===== src/hdl/pls_defines.svh =====
// pixel lane serializer constants: geometry, timing and output patterns
`ifndef PLS_DEFINES_SVH
`define PLS_DEFINES_SVH

// word and lane geometry
`define PLS_WORD_BITS      28
`define PLS_LANES          4
`define PLS_SLICE_BITS     7
`define PLS_SLICE_LAST     3'h6

// forwarded clock shape across one slice, first bit in the top position
`define PLS_FWD_CLK_PATTERN 7'h63

// system clock and the slowest and fastest pixel clocks the host may supply
`define PLS_SYS_CLK_MHZ    250
`define PLS_PIX_MIN_MHZ    10
`define PLS_PIX_MAX_MHZ    135
`define PLS_PIX_MAX_PERIOD_CYC ((`PLS_SYS_CLK_MHZ + `PLS_PIX_MIN_MHZ - 1) / `PLS_PIX_MIN_MHZ)

// pixel period measurement counter
`define PLS_PERIOD_BITS    8
`define PLS_PERIOD_RESET   8'h07

// two-entry word buffer
`define PLS_BUF_DEPTH      2

`endif


===== src/hdl/pls_pkg.sv =====
// pixel lane serializer types
package pls_pkg;

    typedef logic [27:0] pls_word_t;
    typedef logic [6:0]  pls_slice_t;

    typedef enum logic [0:0] {
        PLS_ST_IDLE  = 1'b0,
        PLS_ST_SHIFT = 1'b1
    } pls_state_t;

endpackage


===== src/hdl/pls_buf2.sv =====
// small valid/ready word buffer between capture and serializer
`timescale 1ns/1ps
module pls_buf2 #(
    parameter int WIDTH = 28,
    parameter int DEPTH = 2
) (
    // clock and reset
    input  wire logic             clock,
    input  wire logic             rst,
    // filling side
    input  wire logic             in_valid,
    output logic                  in_ready,
    input  wire logic [WIDTH-1:0] in_data,
    // draining side
    output logic                  out_valid,
    input  wire logic             out_ready,
    output logic      [WIDTH-1:0] out_data
);

    localparam int PW = (DEPTH > 1) ? $clog2(DEPTH) : 1;
    localparam int CW = $clog2(DEPTH + 1);

    logic [WIDTH-1:0] mem_q [DEPTH];
    logic [PW-1:0]    wr_ptr_q;
    logic [PW-1:0]    rd_ptr_q;
    logic [CW-1:0]    count_q;

    wire push_w = in_valid && in_ready;
    wire pop_w  = out_valid && out_ready;
    wire [PW-1:0] wr_next_w = (wr_ptr_q == PW'(DEPTH - 1)) ? '0 : wr_ptr_q + 1'b1;
    wire [PW-1:0] rd_next_w = (rd_ptr_q == PW'(DEPTH - 1)) ? '0 : rd_ptr_q + 1'b1;

    assign in_ready  = (count_q != CW'(DEPTH));
    assign out_valid = (count_q != '0);
    assign out_data  = mem_q[rd_ptr_q];

    always_ff @(posedge clock or posedge rst) begin
        if (rst) begin
            wr_ptr_q <= '0;
            rd_ptr_q <= '0;
            count_q  <= '0;
        end else begin
            if (push_w) begin
                wr_ptr_q <= wr_next_w;
            end
            if (pop_w) begin
                rd_ptr_q <= rd_next_w;
            end
            if (push_w && !pop_w) begin
                count_q <= count_q + 1'b1;
            end else if (pop_w && !push_w) begin
                count_q <= count_q - 1'b1;
            end
        end
    end

    genvar e;
    generate
        for (e = 0; e < DEPTH; e++) begin : g_entry
            always_ff @(posedge clock or posedge rst) begin
                if (rst) begin
                    mem_q[e] <= '0;
                end else if (push_w && wr_ptr_q == PW'(e)) begin
                    mem_q[e] <= in_data;
                end
            end
        end
    endgenerate

endmodule


===== src/hdl/pls_serializer.sv =====
// pixel lane serializer: edge capture, word buffer, 7x lane shifters
`timescale 1ns/1ps
`include "pls_defines.svh"

// Functional notes
// - capture all 28 pixel input bits once per pixel clock, on the selected edge
// - edge select high picks rising edge, low picks falling; host holds it static
// - four independent 7-bit shift registers, parallel loaded from their word share
// - bit rate is seven times pixel rate; one 7-bit slice per pixel period
// - four serial lanes plus forwarded clock leave on five differential pairs
// - forwarded clock runs at pixel clock rate, one period per slice
// - power-down low stops internal clocking and switches serial drivers off
// - power-down low asynchronously clears every internal register to zero, except period_q which loads PLS_PERIOD_RESET
// - all output pairs float while power-down is low
module pls_serializer
    import pls_pkg::*;
#(
    parameter int         LANES       = `PLS_LANES,
    parameter int         SLICE       = `PLS_SLICE_BITS,
    parameter int         BUF_DEPTH   = `PLS_BUF_DEPTH,
    parameter bit         MSB_FIRST   = 1'b1,
    parameter pls_slice_t FWD_PATTERN = `PLS_FWD_CLK_PATTERN
) (
    // clock and reset
    input  wire logic             clock,
    input  wire logic             rst,
    // pixel side pins
    input  wire logic             pixel_clock_in,
    input  wire logic             capture_edge_select,
    input  wire logic             power_down_n,
    input  wire logic [27:0]      pixel_data_in,
    // serial side pins
    output logic      [LANES-1:0] lane_pos,
    output logic      [LANES-1:0] lane_neg,
    output logic                  forwarded_clock_pos,
    output logic                  forwarded_clock_neg,
    output logic                  output_enable,
    // status
    output logic                  capture_ready
);

    // ------------------------------------------------------------
    // internal reset
    // ------------------------------------------------------------

    // power-down clears everything at once, no clock needed
    wire clear_w = rst | ~power_down_n;

    // run only after power-down release has settled in our domain
    logic run_meta_q;
    logic run_q;
    // edge history is only valid a cycle after run, else a high pin looks like a rise
    logic armed_q;

    always_ff @(posedge clock or posedge clear_w) begin
        if (clear_w) begin
            run_meta_q <= 1'b0;
            run_q      <= 1'b0;
            armed_q    <= 1'b0;
        end else begin
            run_meta_q <= 1'b1;
            run_q      <= run_meta_q;
            armed_q    <= run_q;
        end
    end

    // ------------------------------------------------------------
    // pin synchronisation
    // ------------------------------------------------------------

    // clock, select and data share one two-flop synchroniser so they stay aligned
    logic [29:0] pins_sync;

    pls_sync #(
        .WIDTH (30)
    ) u_pin_sync (
        .clock    (clock),
        .rst      (clear_w),
        .async_in ({capture_edge_select, pixel_clock_in, pixel_data_in}),
        .sync_out (pins_sync)
    );

    wire       edge_sel_w = pins_sync[29];
    wire       pclk_w     = pins_sync[28];
    pls_word_t data_w;
    assign data_w = pins_sync[27:0];

    // ------------------------------------------------------------
    // edge detection and capture
    // ------------------------------------------------------------

    logic      pclk_d_q;
    pls_word_t data_d_q;

    always_ff @(posedge clock or posedge clear_w) begin
        if (clear_w) begin
            pclk_d_q <= 1'b0;
            data_d_q <= '0;
        end else begin
            pclk_d_q <= pclk_w;
            data_d_q <= data_w;
        end
    end

    wire rise_w = pclk_w & ~pclk_d_q;
    wire fall_w = ~pclk_w & pclk_d_q;
    // data_d_q is the last sample before the edge, where setup holds
    wire capture_w = armed_q & (edge_sel_w ? rise_w : fall_w);

    pls_word_t hold_q;

    always_ff @(posedge clock or posedge clear_w) begin
        if (clear_w) begin
            hold_q <= '0;
        end else if (capture_w) begin
            hold_q <= data_d_q;
        end
    end

    logic capture_strobe_q;

    always_ff @(posedge clock or posedge clear_w) begin
        if (clear_w) begin
            capture_strobe_q <= 1'b0;
        end else begin
            capture_strobe_q <= capture_w;
        end
    end

    // ------------------------------------------------------------
    // pixel period measurement
    // ------------------------------------------------------------

    // bit time is a seventh of the measured period; the remainder idles
    logic [`PLS_PERIOD_BITS-1:0] cyc_q;
    logic [`PLS_PERIOD_BITS-1:0] period_q;

    wire cyc_full_w = (cyc_q == {`PLS_PERIOD_BITS{1'b1}});

    always_ff @(posedge clock or posedge clear_w) begin
        if (clear_w) begin
            cyc_q    <= '0;
            period_q <= `PLS_PERIOD_RESET;
        end else if (capture_w) begin
            cyc_q    <= '0;
            period_q <= cyc_q + 1'b1;
        end else if (!cyc_full_w) begin
            cyc_q <= cyc_q + 1'b1;
        end
    end

    wire [`PLS_PERIOD_BITS-1:0] div_w = period_q / `PLS_PERIOD_BITS'(SLICE);
    wire [`PLS_PERIOD_BITS-1:0] bit_len_w = (div_w == '0) ? `PLS_PERIOD_BITS'(1) : div_w;

    // ------------------------------------------------------------
    // word buffer
    // ------------------------------------------------------------

    logic      buf_in_ready;
    logic      buf_out_valid;
    logic      load_w;
    pls_word_t buf_out_data;

    pls_buf2 #(
        .WIDTH (28),
        .DEPTH (BUF_DEPTH)
    ) u_buf (
        .clock     (clock),
        .rst       (clear_w),
        .in_valid  (capture_strobe_q),
        .in_ready  (buf_in_ready),
        .in_data   (hold_q),
        .out_valid (buf_out_valid),
        .out_ready (load_w),
        .out_data  (buf_out_data)
    );

    // ------------------------------------------------------------
    // slice sequencer
    // ------------------------------------------------------------

    pls_state_t                  state_q;
    pls_state_t                  state_d;
    logic [`PLS_PERIOD_BITS-1:0] tick_q;
    logic [2:0]                  bit_q;

    wire bit_end_w  = (tick_q == bit_len_w - 1'b1) || (tick_q >= bit_len_w);
    wire last_bit_w = (bit_q == `PLS_SLICE_LAST);
    wire shifting_w = (state_q == PLS_ST_SHIFT);
    wire advance_w  = shifting_w && bit_end_w;
    wire slice_end_w = advance_w && last_bit_w;

    // no pixel clock means no words, so the shifters stop with it
    assign load_w = run_q && buf_out_valid && (!shifting_w || slice_end_w);

    always_comb begin
        state_d = state_q;
        unique case (state_q)
            PLS_ST_IDLE: begin
                if (load_w) begin
                    state_d = PLS_ST_SHIFT;
                end
            end
            PLS_ST_SHIFT: begin
                if (slice_end_w && !load_w) begin
                    state_d = PLS_ST_IDLE;
                end
            end
        endcase
    end

    always_ff @(posedge clock or posedge clear_w) begin
        if (clear_w) begin
            state_q <= PLS_ST_IDLE;
            tick_q  <= '0;
            bit_q   <= '0;
        end else begin
            state_q <= state_d;
            if (load_w || advance_w) begin
                tick_q <= '0;
            end else if (shifting_w) begin
                tick_q <= tick_q + 1'b1;
            end
            if (load_w) begin
                bit_q <= '0;
            end else if (advance_w) begin
                bit_q <= bit_q + 1'b1;
            end
        end
    end

    // ------------------------------------------------------------
    // lane shift registers
    // ------------------------------------------------------------

    logic [LANES-1:0] lane_bit_w;
    logic [LANES-1:0] lane_pos_q;
    logic [LANES-1:0] lane_neg_q;

    genvar l;
    generate
        for (l = 0; l < LANES; l++) begin : g_lane
            pls_slice_t shreg_q;
            // lane l takes word bits [7l+6:7l]
            wire pls_slice_t share_w = buf_out_data[l*SLICE +: SLICE];

            always_ff @(posedge clock or posedge clear_w) begin
                if (clear_w) begin
                    shreg_q <= '0;
                end else if (load_w) begin
                    shreg_q <= share_w;
                end else if (advance_w) begin
                    shreg_q <= MSB_FIRST ? {shreg_q[5:0], 1'b0} : {1'b0, shreg_q[6:1]};
                end
            end

            assign lane_bit_w[l] = shifting_w & (MSB_FIRST ? shreg_q[6] : shreg_q[0]);
        end
    endgenerate

    // ------------------------------------------------------------
    // forwarded clock shaper
    // ------------------------------------------------------------

    // one pattern rotation per slice keeps it locked to the data
    pls_slice_t fwd_q;

    always_ff @(posedge clock or posedge clear_w) begin
        if (clear_w) begin
            fwd_q <= '0;
        end else if (load_w) begin
            fwd_q <= FWD_PATTERN;
        end else if (advance_w) begin
            fwd_q <= {fwd_q[5:0], fwd_q[6]};
        end
    end

    wire fwd_bit_w = shifting_w & fwd_q[6];

    // ------------------------------------------------------------
    // output stage
    // ------------------------------------------------------------

    logic fwd_pos_q;
    logic fwd_neg_q;
    logic oe_q;
    logic cap_ready_q;

    always_ff @(posedge clock or posedge clear_w) begin
        if (clear_w) begin
            lane_pos_q  <= '0;
            lane_neg_q  <= '0;
            fwd_pos_q   <= 1'b0;
            fwd_neg_q   <= 1'b0;
            oe_q        <= 1'b0;
            cap_ready_q <= 1'b0;
        end else begin
            lane_pos_q  <= lane_bit_w;
            lane_neg_q  <= ~lane_bit_w;
            fwd_pos_q   <= fwd_bit_w;
            fwd_neg_q   <= ~fwd_bit_w;
            oe_q        <= run_q;
            cap_ready_q <= buf_in_ready;
        end
    end

    assign lane_pos            = lane_pos_q;
    assign lane_neg            = lane_neg_q;
    assign forwarded_clock_pos = fwd_pos_q;
    assign forwarded_clock_neg = fwd_neg_q;
    assign output_enable       = oe_q;
    assign capture_ready       = cap_ready_q;

endmodule


===== src/hdl/pls_sync.sv =====
// two-flop synchroniser for a group of pin levels
`timescale 1ns/1ps
module pls_sync #(
    parameter int WIDTH = 1
) (
    // clock and reset
    input  wire logic             clock,
    input  wire logic             rst,
    // levels
    input  wire logic [WIDTH-1:0] async_in,
    output logic      [WIDTH-1:0] sync_out
);

    logic [WIDTH-1:0] meta_q;
    logic [WIDTH-1:0] sync_q;

    // meta_q is read by sync_q only
    always_ff @(posedge clock or posedge rst) begin
        if (rst) begin
            meta_q <= '0;
            sync_q <= '0;
        end else begin
            meta_q <= async_in;
            sync_q <= meta_q;
        end
    end

    assign sync_out = sync_q;

endmodule


===== config.mk =====
export PLATFORM = sky130hd
export DESIGN_NAME = pls_serializer
export DESIGN_NICKNAME = d
export VERILOG_FILES = /design/src/hdl/pls_pkg.sv /design/src/hdl/pls_buf2.sv /design/src/hdl/pls_serializer.sv /design/src/hdl/pls_sync.sv
export VERILOG_INCLUDE_DIRS = /design/src /design/src/hdl
export SDC_FILE = /design/constraint.sdc
export NUM_CORES = 1
export LEC_CHECK = 0
export BUFFER_PORTS_ARGS = -buffer_cell sky130_fd_sc_hd__buf_4
export CORE_MARGIN = 4
export CORE_UTILIZATION = 30
export DETAILED_ROUTE_END_ITERATION = 12
export REMOVE_ABC_BUFFERS = 1
export SLEW_MARGIN = 0
export SYNTH_ARGS = -nofsm -noshare
export SYNTH_HDL_FRONTEND = slang
export SYNTH_SLANG_ARGS = --single-unit

===== constraint.sdc =====
create_clock -name clock -period 19.24 [get_ports clock]
set_input_delay 1.924 -clock clock [delete_from_list [all_inputs] [get_ports clock]]
set_output_delay 1.924 -clock clock [all_outputs]
set_load 0.05 [all_outputs]

---- Word-level counts from Yosys, hierarchy flattened ----
Cells that the tools add are included.
cells by class
  add/subtract/negate cells ............... 8
  multiply operators ...................... 0
  divide/modulo/power cells ............... 1
  magnitude comparators ................... 2
  equal/unequal tests ..................... 5
  shift-type cells ........................ 0
  multiplexer cells ....................... 28
  bitwise gates (word level) .............. 17
  reductions and logical operators ........ 23
operators with widths
  operator                                                             number
  28-bit 2-to-1 mux                                                    3
  7-bit 2-to-1 mux                                                     10
  8-bit 2-to-1 mux                                                     5
  8-bit by 1-bit adder with 8-bit output (second input constant)       2
  1-bit logical AND                                                    11
  1-bit AND                                                            8
  8-bit by 3-bit divider with 8-bit output (second input constant)     1
  8-bit == test                                                        1
  8-bit == test (second input constant)                                1
  8-bit >= comparator                                                  1
  8-bit zero test                                                      1
  2-bit nonzero test                                                   4
  8-bit by 1-bit subtractor with 8-bit output (second input constant)  1
  3-bit 2-to-1 mux                                                     2
  1-bit NOT                                                            6
  1-bit 2-to-1 mux                                                     5
  1-bit zero test                                                      4
  2-bit 2-to-1 mux                                                     2
  2-bit != test (second input constant)                                2
  4-bit NOT                                                            1
  3-bit by 1-bit adder with 3-bit output (second input constant)       1
  3-bit == test (second input constant)                                1
  1-bit logical OR                                                     3
  1-bit adder (second input constant)                                  2
  6 further kinds                                                      6
word-level totals
  register bits ........................... 255
  bits in latches ......................... 0
  RAM bits ................................ 0
  bits in read-only memories .............. 0
  input bits .............................. 33
  output and inout port bits .............. 12
  word-level logic and storage cells ...... 113
  memories ................................ 0

---- Logic depth before layout (Yosys ltp) ----
Gate-level depths: netlist of run 1.
  depth in word-level cells ............... 14
  mapped depth ............................ 22
  depth with buffers taken out ............ 21

---- Hierarchy ----
A second synthesis of run 1 with hierarchy kept.
unflattened totals
  cells, all modules ...................... 807
  area total of the unflattened synthesis .. 10319.9 um2
by module, submodules not included
  module          instances  cells an instance  area an instance (um2)  sequential area each (um2)
  pls_serializer  1          579                6054.6                  3382.0
  pls_buf2        1          167                2760.1                  1501.4
  pls_sync        1          61                 1505.2                  1501.4

---- Least setup slack after synthesis of run 1 ----
Ideal clock, no wire load.
  path kind ............................... register to register
  start point ............................. register period_q[7]
  end point ............................... register u_buf.count_q[1]
  data arrival time ....................... 4.437 ns
  data required time ...................... 19.161 ns
  setup slack ............................. 14.724 ns
  cell stages (with the launch flop) ...... 20
  buffers on the path ..................... 2
  clock period less this slack ............ 4.516 ns
  cell sequence ........................... dfrtp_1 > buf_2 > clkbuf_1 > or3_1 > a21bo_2 > a222oi_1 > nor3b_1 > a21oi_1 > a31oi_1 > a41o_1 > ha_1 > inv_1 > or4_1 > a211o_1 > a211oi_4 > o21ai_1 > ha_1 > xor2_1 > nor2_1 > xor2_1
on the way
  longest elaborated chain between the ends .. 14
ends and longest elaborated chain
  what                                                    RTL line               source
  start, declared                                         pls_serializer.sv:136  logic [`PLS_PERIOD_BITS-1:0] period_q;
  start signal, assigned                                  pls_serializer.sv:143  period_q <= `PLS_PERIOD_RESET;
  start signal, assigned                                  pls_serializer.sv:146  period_q <= cyc_q + 1'b1;
  8-bit by 3-bit divider with 8-bit output *              pls_serializer.sv:152  wire [`PLS_PERIOD_BITS-1:0] div_w = period_q / `PLS_PERIOD_BITS'(SLICE);
  8-bit zero test                                         pls_serializer.sv:153  wire [`PLS_PERIOD_BITS-1:0] bit_len_w = (div_w == '0) ? `PLS_PERIOD_BITS'(1) : div_w;
  8-bit 2-to-1 mux *                                      pls_serializer.sv:153
  8-bit by 1-bit subtractor with 8-bit output             pls_serializer.sv:187  wire bit_end_w = (tick_q == bit_len_w - 1'b1) || (tick_q >= bit_len_w);
  8-bit == test                                           pls_serializer.sv:187
  1-bit logical OR *                                      pls_serializer.sv:187
  1-bit logical AND *                                     pls_serializer.sv:190  wire advance_w = shifting_w && bit_end_w;
  1-bit logical AND *                                     pls_serializer.sv:191  wire slice_end_w = advance_w && last_bit_w;
  1-bit logical OR *                                      pls_serializer.sv:194  assign load_w = run_q && buf_out_valid && (!shifting_w || slice_end_w);
  1-bit logical AND *                                     pls_serializer.sv:194
  1-bit logical AND *                                     pls_buf2.sv:29         wire pop_w = out_valid && out_ready;
  1-bit zero test                                         pls_buf2.sv:49         if (push_w && !pop_w) begin
  1-bit logical AND                                       pls_buf2.sv:49
  2-bit 2-to-1 mux or 2-bit nonzero test (tied branches)  n/a
  end signal, assigned                                    pls_buf2.sv:50         count_q <= count_q + 1'b1;
  end signal, assigned                                    pls_buf2.sv:52         count_q <= count_q - 1'b1;
  end, declared                                           pls_buf2.sv:26         logic [CW-1:0] count_q;
Mark *: on every way between the ends. The rest lies on a longest branch, timed or not.
A chain may end at the register's enable or synchronous reset.

---- Worst setup path after layout of run 1 ----
  start point ............................. register period_q[7]
  end point ............................... register g_lane[3].shreg_q[5]
on the way
  longest elaborated chain between the ends .. 11
ends and longest elaborated chain
  what                                                    RTL line               source
  8-bit by 3-bit divider with 8-bit output *              pls_serializer.sv:152
  8-bit zero test                                         pls_serializer.sv:153
  8-bit 2-to-1 mux *                                      pls_serializer.sv:153
  8-bit by 1-bit subtractor with 8-bit output             pls_serializer.sv:187
  8-bit == test                                           pls_serializer.sv:187
  1-bit logical OR *                                      pls_serializer.sv:187
  1-bit logical AND *                                     pls_serializer.sv:190
  1-bit logical AND                                       pls_serializer.sv:191
  1-bit logical OR                                        pls_serializer.sv:194
  1-bit logical AND                                       pls_serializer.sv:194
  7-bit 2-to-1 mux or 2-bit nonzero test (tied branches)  n/a
  end signal, assigned                                    pls_serializer.sv:251  shreg_q <= share_w;
  end signal, assigned                                    pls_serializer.sv:253  shreg_q <= MSB_FIRST ? {shreg_q[5:0], 1'b0} : {1'b0, shreg_q[6:1]};
  end, declared                                           pls_serializer.sv:243  pls_slice_t shreg_q;
Marked as above.

==> results of run 1 <==
## critical path: stages (launching register included)
cell      delay [ns]
dfrtp_1         0.77
a211oi_1        0.19
o21a_1          0.23
o21ai_0         0.35
nand3_1         0.19
ha_1            0.23
nor3b_1         0.19
a21oi_1         0.06
a31oi_1         0.19
a41o_1          0.13
ha_1            0.21
inv_1           0.08
or4_1           0.54
a211o_1         0.30
a211oi_4        0.39
or2_1           0.96
a22o_1          0.25
## layer usage
layer / up-vias / part of all wire
met5: - / 0
met4: 0 / 0.025
met3: 30 / 0.035
met2: 88 / 0.45
met1: 2931 / 0.49
li1: 2892 / -
## cell usage after synthesis (all sizes together), types with 2 or more instances
cell,number,area (um^2)
a311o,2,20.0
inv,24,90.1
and4b,2,20.0
mux2,59,664
clkbuf,25,93.8
nor2,28,105
xnor2,8,70.1
o2bb2ai,6,52.6
and3,7,43.8
a211oi,6,57.6
nand2b,3,18.8
a21oi,13,65.1
a21o,2,15.0
nand3,15,75.1
o21ai,50,262
a211o,2,17.5
nand2,155,582
a311oi,2,17.5
mux2i,36,360
nand3b,2,15.0
dfrtp,252,6310
nor3,7,35.0
or3,2,12.5
dfstp,3,78.8
and2,2,12.5
nor3b,3,22.5
o211ai,2,15.0
ha,13,163
o31ai,2,15.0
xor2,10,87.6
nor4b,2,17.5
a22o,24,210
or2,6,37.5
nor2b,2,12.5
buf,14,116
a31oi,3,18.8
a21boi,3,22.5
o21a,4,30.0
## sequential cells by signal, summed over array words and instances (netlist names), 2 cells and up
| register | flops |
|---|---|
| hold_q | 28 |
| fwd_q | 7 |
| lane_pos | 4 |
| g_lane.shreg_q | 28 |
| cyc_q | 8 |
| tick_q | 8 |
| data_d_q | 28 |
| u_buf.count_q | 2 |
| lane_neg | 4 |
| u_pin_sync.meta_q | 30 |
| bit_q | 3 |
| u_pin_sync.sync_out | 30 |
| period_q | 8 |
| u_buf.mem_q | 56 |
## area by class of cell
cell class                      instances  area [um^2]
Timing Repair Buffer                   50          388
Sequential cell                       255         6380
Inverter                               24         90.1
Clock buffer                           40          774
Clock inverter                          9         78.8
Tap cell                              442          553
Fill cell                            3252        21100
Multi-Input combinational cell        500         3330
## logic make-up (layout without fill, tap and decap cells)
logic type / count (synthesis) / in the layout / synth area share
AO/OA/AOI/OAI: 130 / 130 / 0.0899
XOR/XNOR: 18 / 18 / 0.0158
adder cells (fa/ha/maj): 14 / 14 / 0.0173
buffers and inverters: 63 / 123 / 0.0300
flip-flops: 255 / 255 / 0.638
multiplexers: 95 / 95 / 0.102
other: 1 / 1 / 0.000375
AND/OR/NAND/NOR: 242 / 242 / 0.106
## how the worst max path moves through the flow
stage | end | cells past startpoint | slack, ns | startpoint
after CTS | g_lane[0].shreg_q[2] | 16 | 13.93 | period_q[7]
after global placement | tick_q[6] | 16 | 14.09 | period_q[7]
final | g_lane[3].shreg_q[5] | 16 | 13.88 | period_q[7]
after detailed placement | tick_q[6] | 16 | 13.95 | period_q[7]
after global routing | shifting_w | 16 | 13.38 | period_q[7]
after floorplan | bit_q[0] | 1 | 1.07 | rst
## power breakdown
group	switching (mW)	leakage [nW]	internal, mW
clock	0.203	0.417	0.291
combinational	0.316	1.82	0.225
sequential	0.0896	3.24	0.670
total	0.609	5.48	1.19
==> summary.txt, run 1 <==
Hold path
  • Hold path cells: 0
  • Worst min path class: flip-flop to flip-flop
  • Hold Startpoint: u_pin_sync.sync_out[3]
  • Hold endpoint: data_d_q[3]

Global route
  • Largest net degree at the start of global routing: 180
  • GRT Util Overall: 0.100
  • GRT busiest layer: met2
  • M1 GR Usage: 0.142
  • Total grt overflow: 0
  • First-pass GRT wire length: 30600 um
  • Met2 Use GR: 0.158
  • Grt met3 use: 0.0187
  • Vias in the first global route: 6045
  • Initial antenna violation count: 0

Logic synthesis
  • Synth unique cells: 62
  • Ys Warns: 0
  • Most used DFF post-synth: dfrtp_1
  • Sequential area share after synthesis: 0.638
  • Number of flops mapped to enable cells by yosys: 0
  • Avg Inst Size Synth: 12.2 um^2
  • #FFs+latches synth: 255
  • Cells after Synth: 818
  • Asr flop ratio synth: 1.00
  • Cell Area, Synth: 10000 um^2

Finish
  • Commonest non-fill, non-tap cell in the layout: dfrtp_1
  • Inserted Diodes: 0
  • Post-layout instance count excluding filler cells: 1320
  • Cell area after layout: 11600 um^2
  • Final Util: 0.355
  • Layout cells sized above 1: 0.186
  • Fin nets: 904
  • Layout area overhead: 16.0%
  • Most frequent cells in the layout: dfrtp_1 (252), nand2_1 (155), mux2_2 (59)

CTS
  • CTS H-tree depth: 1
  • Post-CTS Setup Bufs: 0
  • Clock Tree Root: clkbuf_16
  • Clock latency on the worst-skew pair: 0.53 ns
  • TritonCTS clock tree: yes
  • Clock-pin slew on the worst setup and hold paths: 0.06 ns
  • CTS max path bufs: 3
  • CTS Hold Buffers Added: 0
  • Post-CTS resize count: 0
  • CTS sink count: 255
  • Total CTS buffers: 27

STA
  • Slew @ Worst Pin: 1.19 ns
  • Endpoints failing setup: 0
  • Max Freq: 187 MHz
  • Fin Hold WS: 0.344 ns
  • Post-route minimum period: 5.36 ns
  • Worst rel slew slack: 0.207
  • Hold Vio Cnt, Final: 0
  • Slack of the critical path: 13.88 ns
  • Final period utilization: 0.278
  • RSZ-0062 raised after global routing: no
  • Clock skew: 0.0119 ns
  • Final Max Slew Viols: 0
  • Final setup TNS: 0 ns

Placement
  • Area after DPL: 10700 um^2
  • Post-place setup slack: 13.95 ns
  • Detail Placement HPWL: 10800 um
  • GPL Wtd Cong: 0.813
  • Placed cells: 1271
  • IO buf count: 44

Worst setup path
  • Worst flop-to-flop path endpoint: g_lane[3].shreg_q[5]
  • WP data required: 19.70 ns
  • Crit path kind: flip-flop to flip-flop
  • Crit Path Max Fanout: 32
  • Setup crit end kind: flip-flop
  • Reg2reg start: period_q[7]
  • WP data arrival: 5.82 ns
  • Worst R2R Setup Slack: 13.88 ns
  • Worst Reg-to-Reg Cells: 16
  • CP startpoint kind: flip-flop

Route
  • Pre-antenna DRT Iters: 4
  • DRC violations left: 0
  • Via Count: 5941
  • Vias per inst: 4.50
  • WL/cell: 13.5 um
  • Post-route ant nets: 0
  • DR iter-0 viols: 349
  • WL final: 17800 um

Power and ir drop
  • Total chip power: 1.79 mW
  • Pleak: 5.48 nW
  • Worst vdd ir: 153 uV
  • Pwr/cell area: 155 nW/um^2

Floorplanning
  • # IOs: 45
  • Core area: 32700 um^2
  • Initial Utilization: 0.306
  • Die area: 36300 um^2
  • Die Width: 191 um
  • FP Rows: 66
  • Die Y: 191 um

Outcome
  • Status: completed

Flow run
  • Max-Cap Viols: 0
Power figures use the tool's default switching activity.
==> run 2: changes to the inputs <==
--- a/config.mk
+++ b/config.mk
@@ -6,6 +6,7 @@
 export SDC_FILE = /design/constraint.sdc
 export NUM_CORES = 1
 export LEC_CHECK = 0
+export ABC_AREA = 1
 export BUFFER_PORTS_ARGS = -buffer_cell sky130_fd_sc_hd__buf_4
 export CORE_MARGIN = 4
 export CORE_UTILIZATION = 30
==> constraint.sdc (replaced) <==
create_clock -name clock -period 5.6 [get_ports clock]
set_input_delay 0.56 -clock clock [delete_from_list [all_inputs] [get_ports clock]]
set_output_delay 0.56 -clock clock [all_outputs]
set_load 0.05 [all_outputs]
==> summary.txt, run 2 <==
Outcome
  • Status: completed

Global route
  • First-pass GRT wire length: 32700 um (+6.7%)
  • Initial antenna violation count: 0 (unchanged)
  • Total grt overflow: 0 (unchanged)
  • GRT Util Overall: 0.105 (+0.00449)
  • Largest net degree at the start of global routing: 123 (-32%)
  • Vias in the first global route: 6785 (+12%)

Worst setup path
  • Slowest cell on crit path: dfrtp_2
  • WP data arrival: 5.34 ns (-0.48 ns)
  • Worst R2R Setup Slack: 0.67 ns (-13.21 ns)
  • CP startpoint kind: flip-flop
  • Max stage delay on crit path: 0.44 ns (-0.52 ns)
  • WP data required: 6.01 ns (-13.69 ns)
  • Crit path kind: flip-flop to flip-flop
  • Most used cell, CP: nand2_2
  • Crit Path Max Fanout: 28 (-13%)
  • Setup crit end kind: flip-flop

Floorplanning
  • Die Width: 191 um (+0.40%)
  • Die Y: 191 um (+0.40%)
  • FP Rows: 66 (unchanged)
  • Core area: 32900 um^2 (+0.50%)
  • # IOs: 45 (unchanged)
  • Die area: 36600 um^2 (+0.80%)
  • Initial Utilization: 0.307 (+0.00101)

STA
  • Max Freq: 203 MHz (+8.6%)
  • Endpoints failing setup: 0 (unchanged)
  • Clock skew: 0.0337 ns (+0.0218 ns)
  • Worst rel slew slack: 0.277 (+0.0701)
  • Hold Vio Cnt, Final: 0 (unchanged)
  • RSZ-0062 raised after global routing: no
  • Post-route minimum period: 4.93 ns (-0.426 ns)
  • Slew @ Worst Pin: 1.08 ns (-0.106 ns)
  • Final period utilization: 0.881 (+0.602)
  • Final Max Slew Viols: 0 (unchanged)

Finish
  • Inserted Diodes: 0 (unchanged)
  • Commonest non-fill, non-tap cell in the layout: nand2_1
  • Final Util: 0.361 (+0.00579)
  • Max FFs per register: 56 (unchanged)
  • Register with the most flip-flops: u_buf.mem_q
  • Layout cells sized above 1: 0.156 (-0.0294)
  • Fill cells: 3387 (+4.2%)
  • Most frequent cells in the layout: nand2_1 (303), dfrtp_1 (251), o21ai_0 (104)
  • Layout area overhead: 17.5%
  • Fin nets: 1095 (+21%)

CTS
  • CTS sink count: 255 (unchanged)
  • TritonCTS clock tree: yes
  • Total CTS buffers: 28 (+3.7%)
  • CTS Hold Buffers Added: 0 (unchanged)
  • CTS max path bufs: 3 (unchanged)
  • Clock Tree Root: clkbuf_16
  • Clock latency on the worst-skew pair: 0.56 ns (+0.03 ns)
  • Clock-pin slew on the worst setup and hold paths: 0.06 ns (about the same)
  • CTS H-tree depth: 1 (unchanged)

Power and ir drop
  • Pwr/cell area: 536 nW/um^2 (+250%)
  • Total chip power: 6.35 mW (+250%)
  • Worst vdd ir: 276 uV (+81%)
  • Pleak: 5.83 nW (+6.4%)

Logic synthesis
  • Most common cell in the netlist: nand2_1
  • Cell Area, Synth: 10100 um^2 (+0.84%)
  • Number of flops mapped to enable cells by yosys: 0 (unchanged)
  • Dominant cell type by area after synthesis: dfrtp_1
  • Top-area cell type share of the netlist area: 0.625 (-0.00524)
  • Cells after Synth: 1007 (+23%)
  • #FFs+latches synth: 255 (unchanged)
  • Most used DFF post-synth: dfrtp_1
  • Synth unique cells: 41 (-34%)
  • Ys Warns: 0 (unchanged)
  • Synth area leaders: dfrtp_1 (63%), nand2_1 (11%), o21ai_0 (5.2%)
  • Asr flop ratio synth: 1.00 (unchanged)
  • Avg Inst Size Synth: 10.0 um^2 (-18%)
  • Top post-synthesis cells by count: nand2_1 (303), dfrtp_1 (252), o21ai_0 (104), inv_1 (76), nand3_1 (54)
  • Sequential area share after synthesis: 0.633 (-0.00531)

Route
  • Pre-antenna DRT Iters: 5 (+1)
  • DR iter-0 viols: 380 (+8.9%)
  • Vias per inst: 4.42 (-1.8%)
  • Via Count: 6675 (+12%)
  • Post-route ant nets: 0 (unchanged)
  • WL final: 18400 um (+3.4%)
  • DRC violations left: 0 (unchanged)
  • WL/cell: 12.2 um (-9.7%)

Placement
  • IO buf count: 44 (unchanged)
  • Detail Placement HPWL: 11200 um (+3.8%)
  • GPL Wtd Cong: 0.795 (-2.2%)

Flow run
  • Max-Cap Viols: 0 (unchanged)

Hold path
  • Worst min path class: primary input to flip-flop
## run 2: metrics by stage
stage	setup TNS (ns)	hold WS, ns	instance area, um^2	setup slack, ns	instances
after floorplan	-2629.61	0.331	9880	-10.36	964
after global placement	0	0.332	10900	0.624	1461
after detailed placement	0	0.335	10900	0.447	1461
after CTS	0	0.0745	11800	0.429	1511
after global routing	0	0.0629	11800	0.0193	1511
final	0	0.104	11800	0.668	1511
## run 2: cell families (layout without fill, tap and decap cells)
logic type / Yosys count / count (layout) / synth area share
and+or+nand+nor: 473 / 473 / 0.221
DFF: 255 / 255 / 0.633
buffers and inverters: 128 / 190 / 0.0520
AOI/OAI and AO/OA: 120 / 120 / 0.0628
xor gates and xnor gates: 17 / 17 / 0.0148
adders and majority gates: 13 / 13 / 0.0161
other: 1 / 1 / 0.000372
## run 2: per-layer routing
| metal | vias up | GRT usage | wire length, um | share of wire |
|---|---|---|---|---|
| li1 | 3330 | - | - | - |
| met1 | 3206 | 0.145 | 8860 | 0.48 |
| met2 | 108 | 0.168 | 8380 | 0.46 |
| met3 | 31 | 0.0206 | 813 | 0.044 |
| met4 | 0 | 0.0279 | 340 | 0.018 |
| met5 | - | 0 | 0 | 0 |
## run 2: cell type report
type                            count  area, um^2  share of cell area
Sequential cell                   255        6390               0.539
Multi-Input combinational cell    624        3200               0.270
Clock buffer                       40         836              0.0705
Tap cell                          442         553              0.0467
Timing Repair Buffer               55         442              0.0373
Inverter                           85         319              0.0269
Clock inverter                     10         114             0.00961
## run 2: worst max-delay path, delay by kind of cell, from the launching register on
| family | cells | cell delay (ns) |
|---|---|---|
| flip-flops | 1 | 0.44 |
| adder cells (fa/ha/maj) | 3 | 0.77 |
| XOR/XNOR | 1 | 0.13 |
| AND/OR/NAND/NOR | 19 | 1.97 |
| buffers and inverters | 5 | 0.39 |
| AO/OA/AOI/OAI | 8 | 1.08 |
## run 2: power by group
part	internal [mW]	switching (mW)	total, mW
combinational	0.638	1.36	2.00
sequential	2.29	0.243	2.53
clock	1.09	0.735	1.82
## run 2: what timing repair did
action,in CTS,in global routing
endpoints found under the hold margin,0,0
setup endpoints to repair,0,40
buffers inserted,0,0
resized for setup,0,5
## run 2: path summary, 6_finish.rpt
kind / end / from / depth (start not counted)
worst max-delay path: u_buf.count_q[1] / period_q[5] / 36
min in group asynchronous: u_pin_sync.sync_out[0] / power_down_n / 3
worst max register to register: u_buf.count_q[1] / period_q[5] / 36
worst min register to register: u_pin_sync.sync_out[26] / u_pin_sync.meta_q[26] / 0
worst min-delay path: u_pin_sync.meta_q[9] / pixel_data_in[9] / 1
max in group asynchronous: u_buf.mem_q[9] / rst / 4
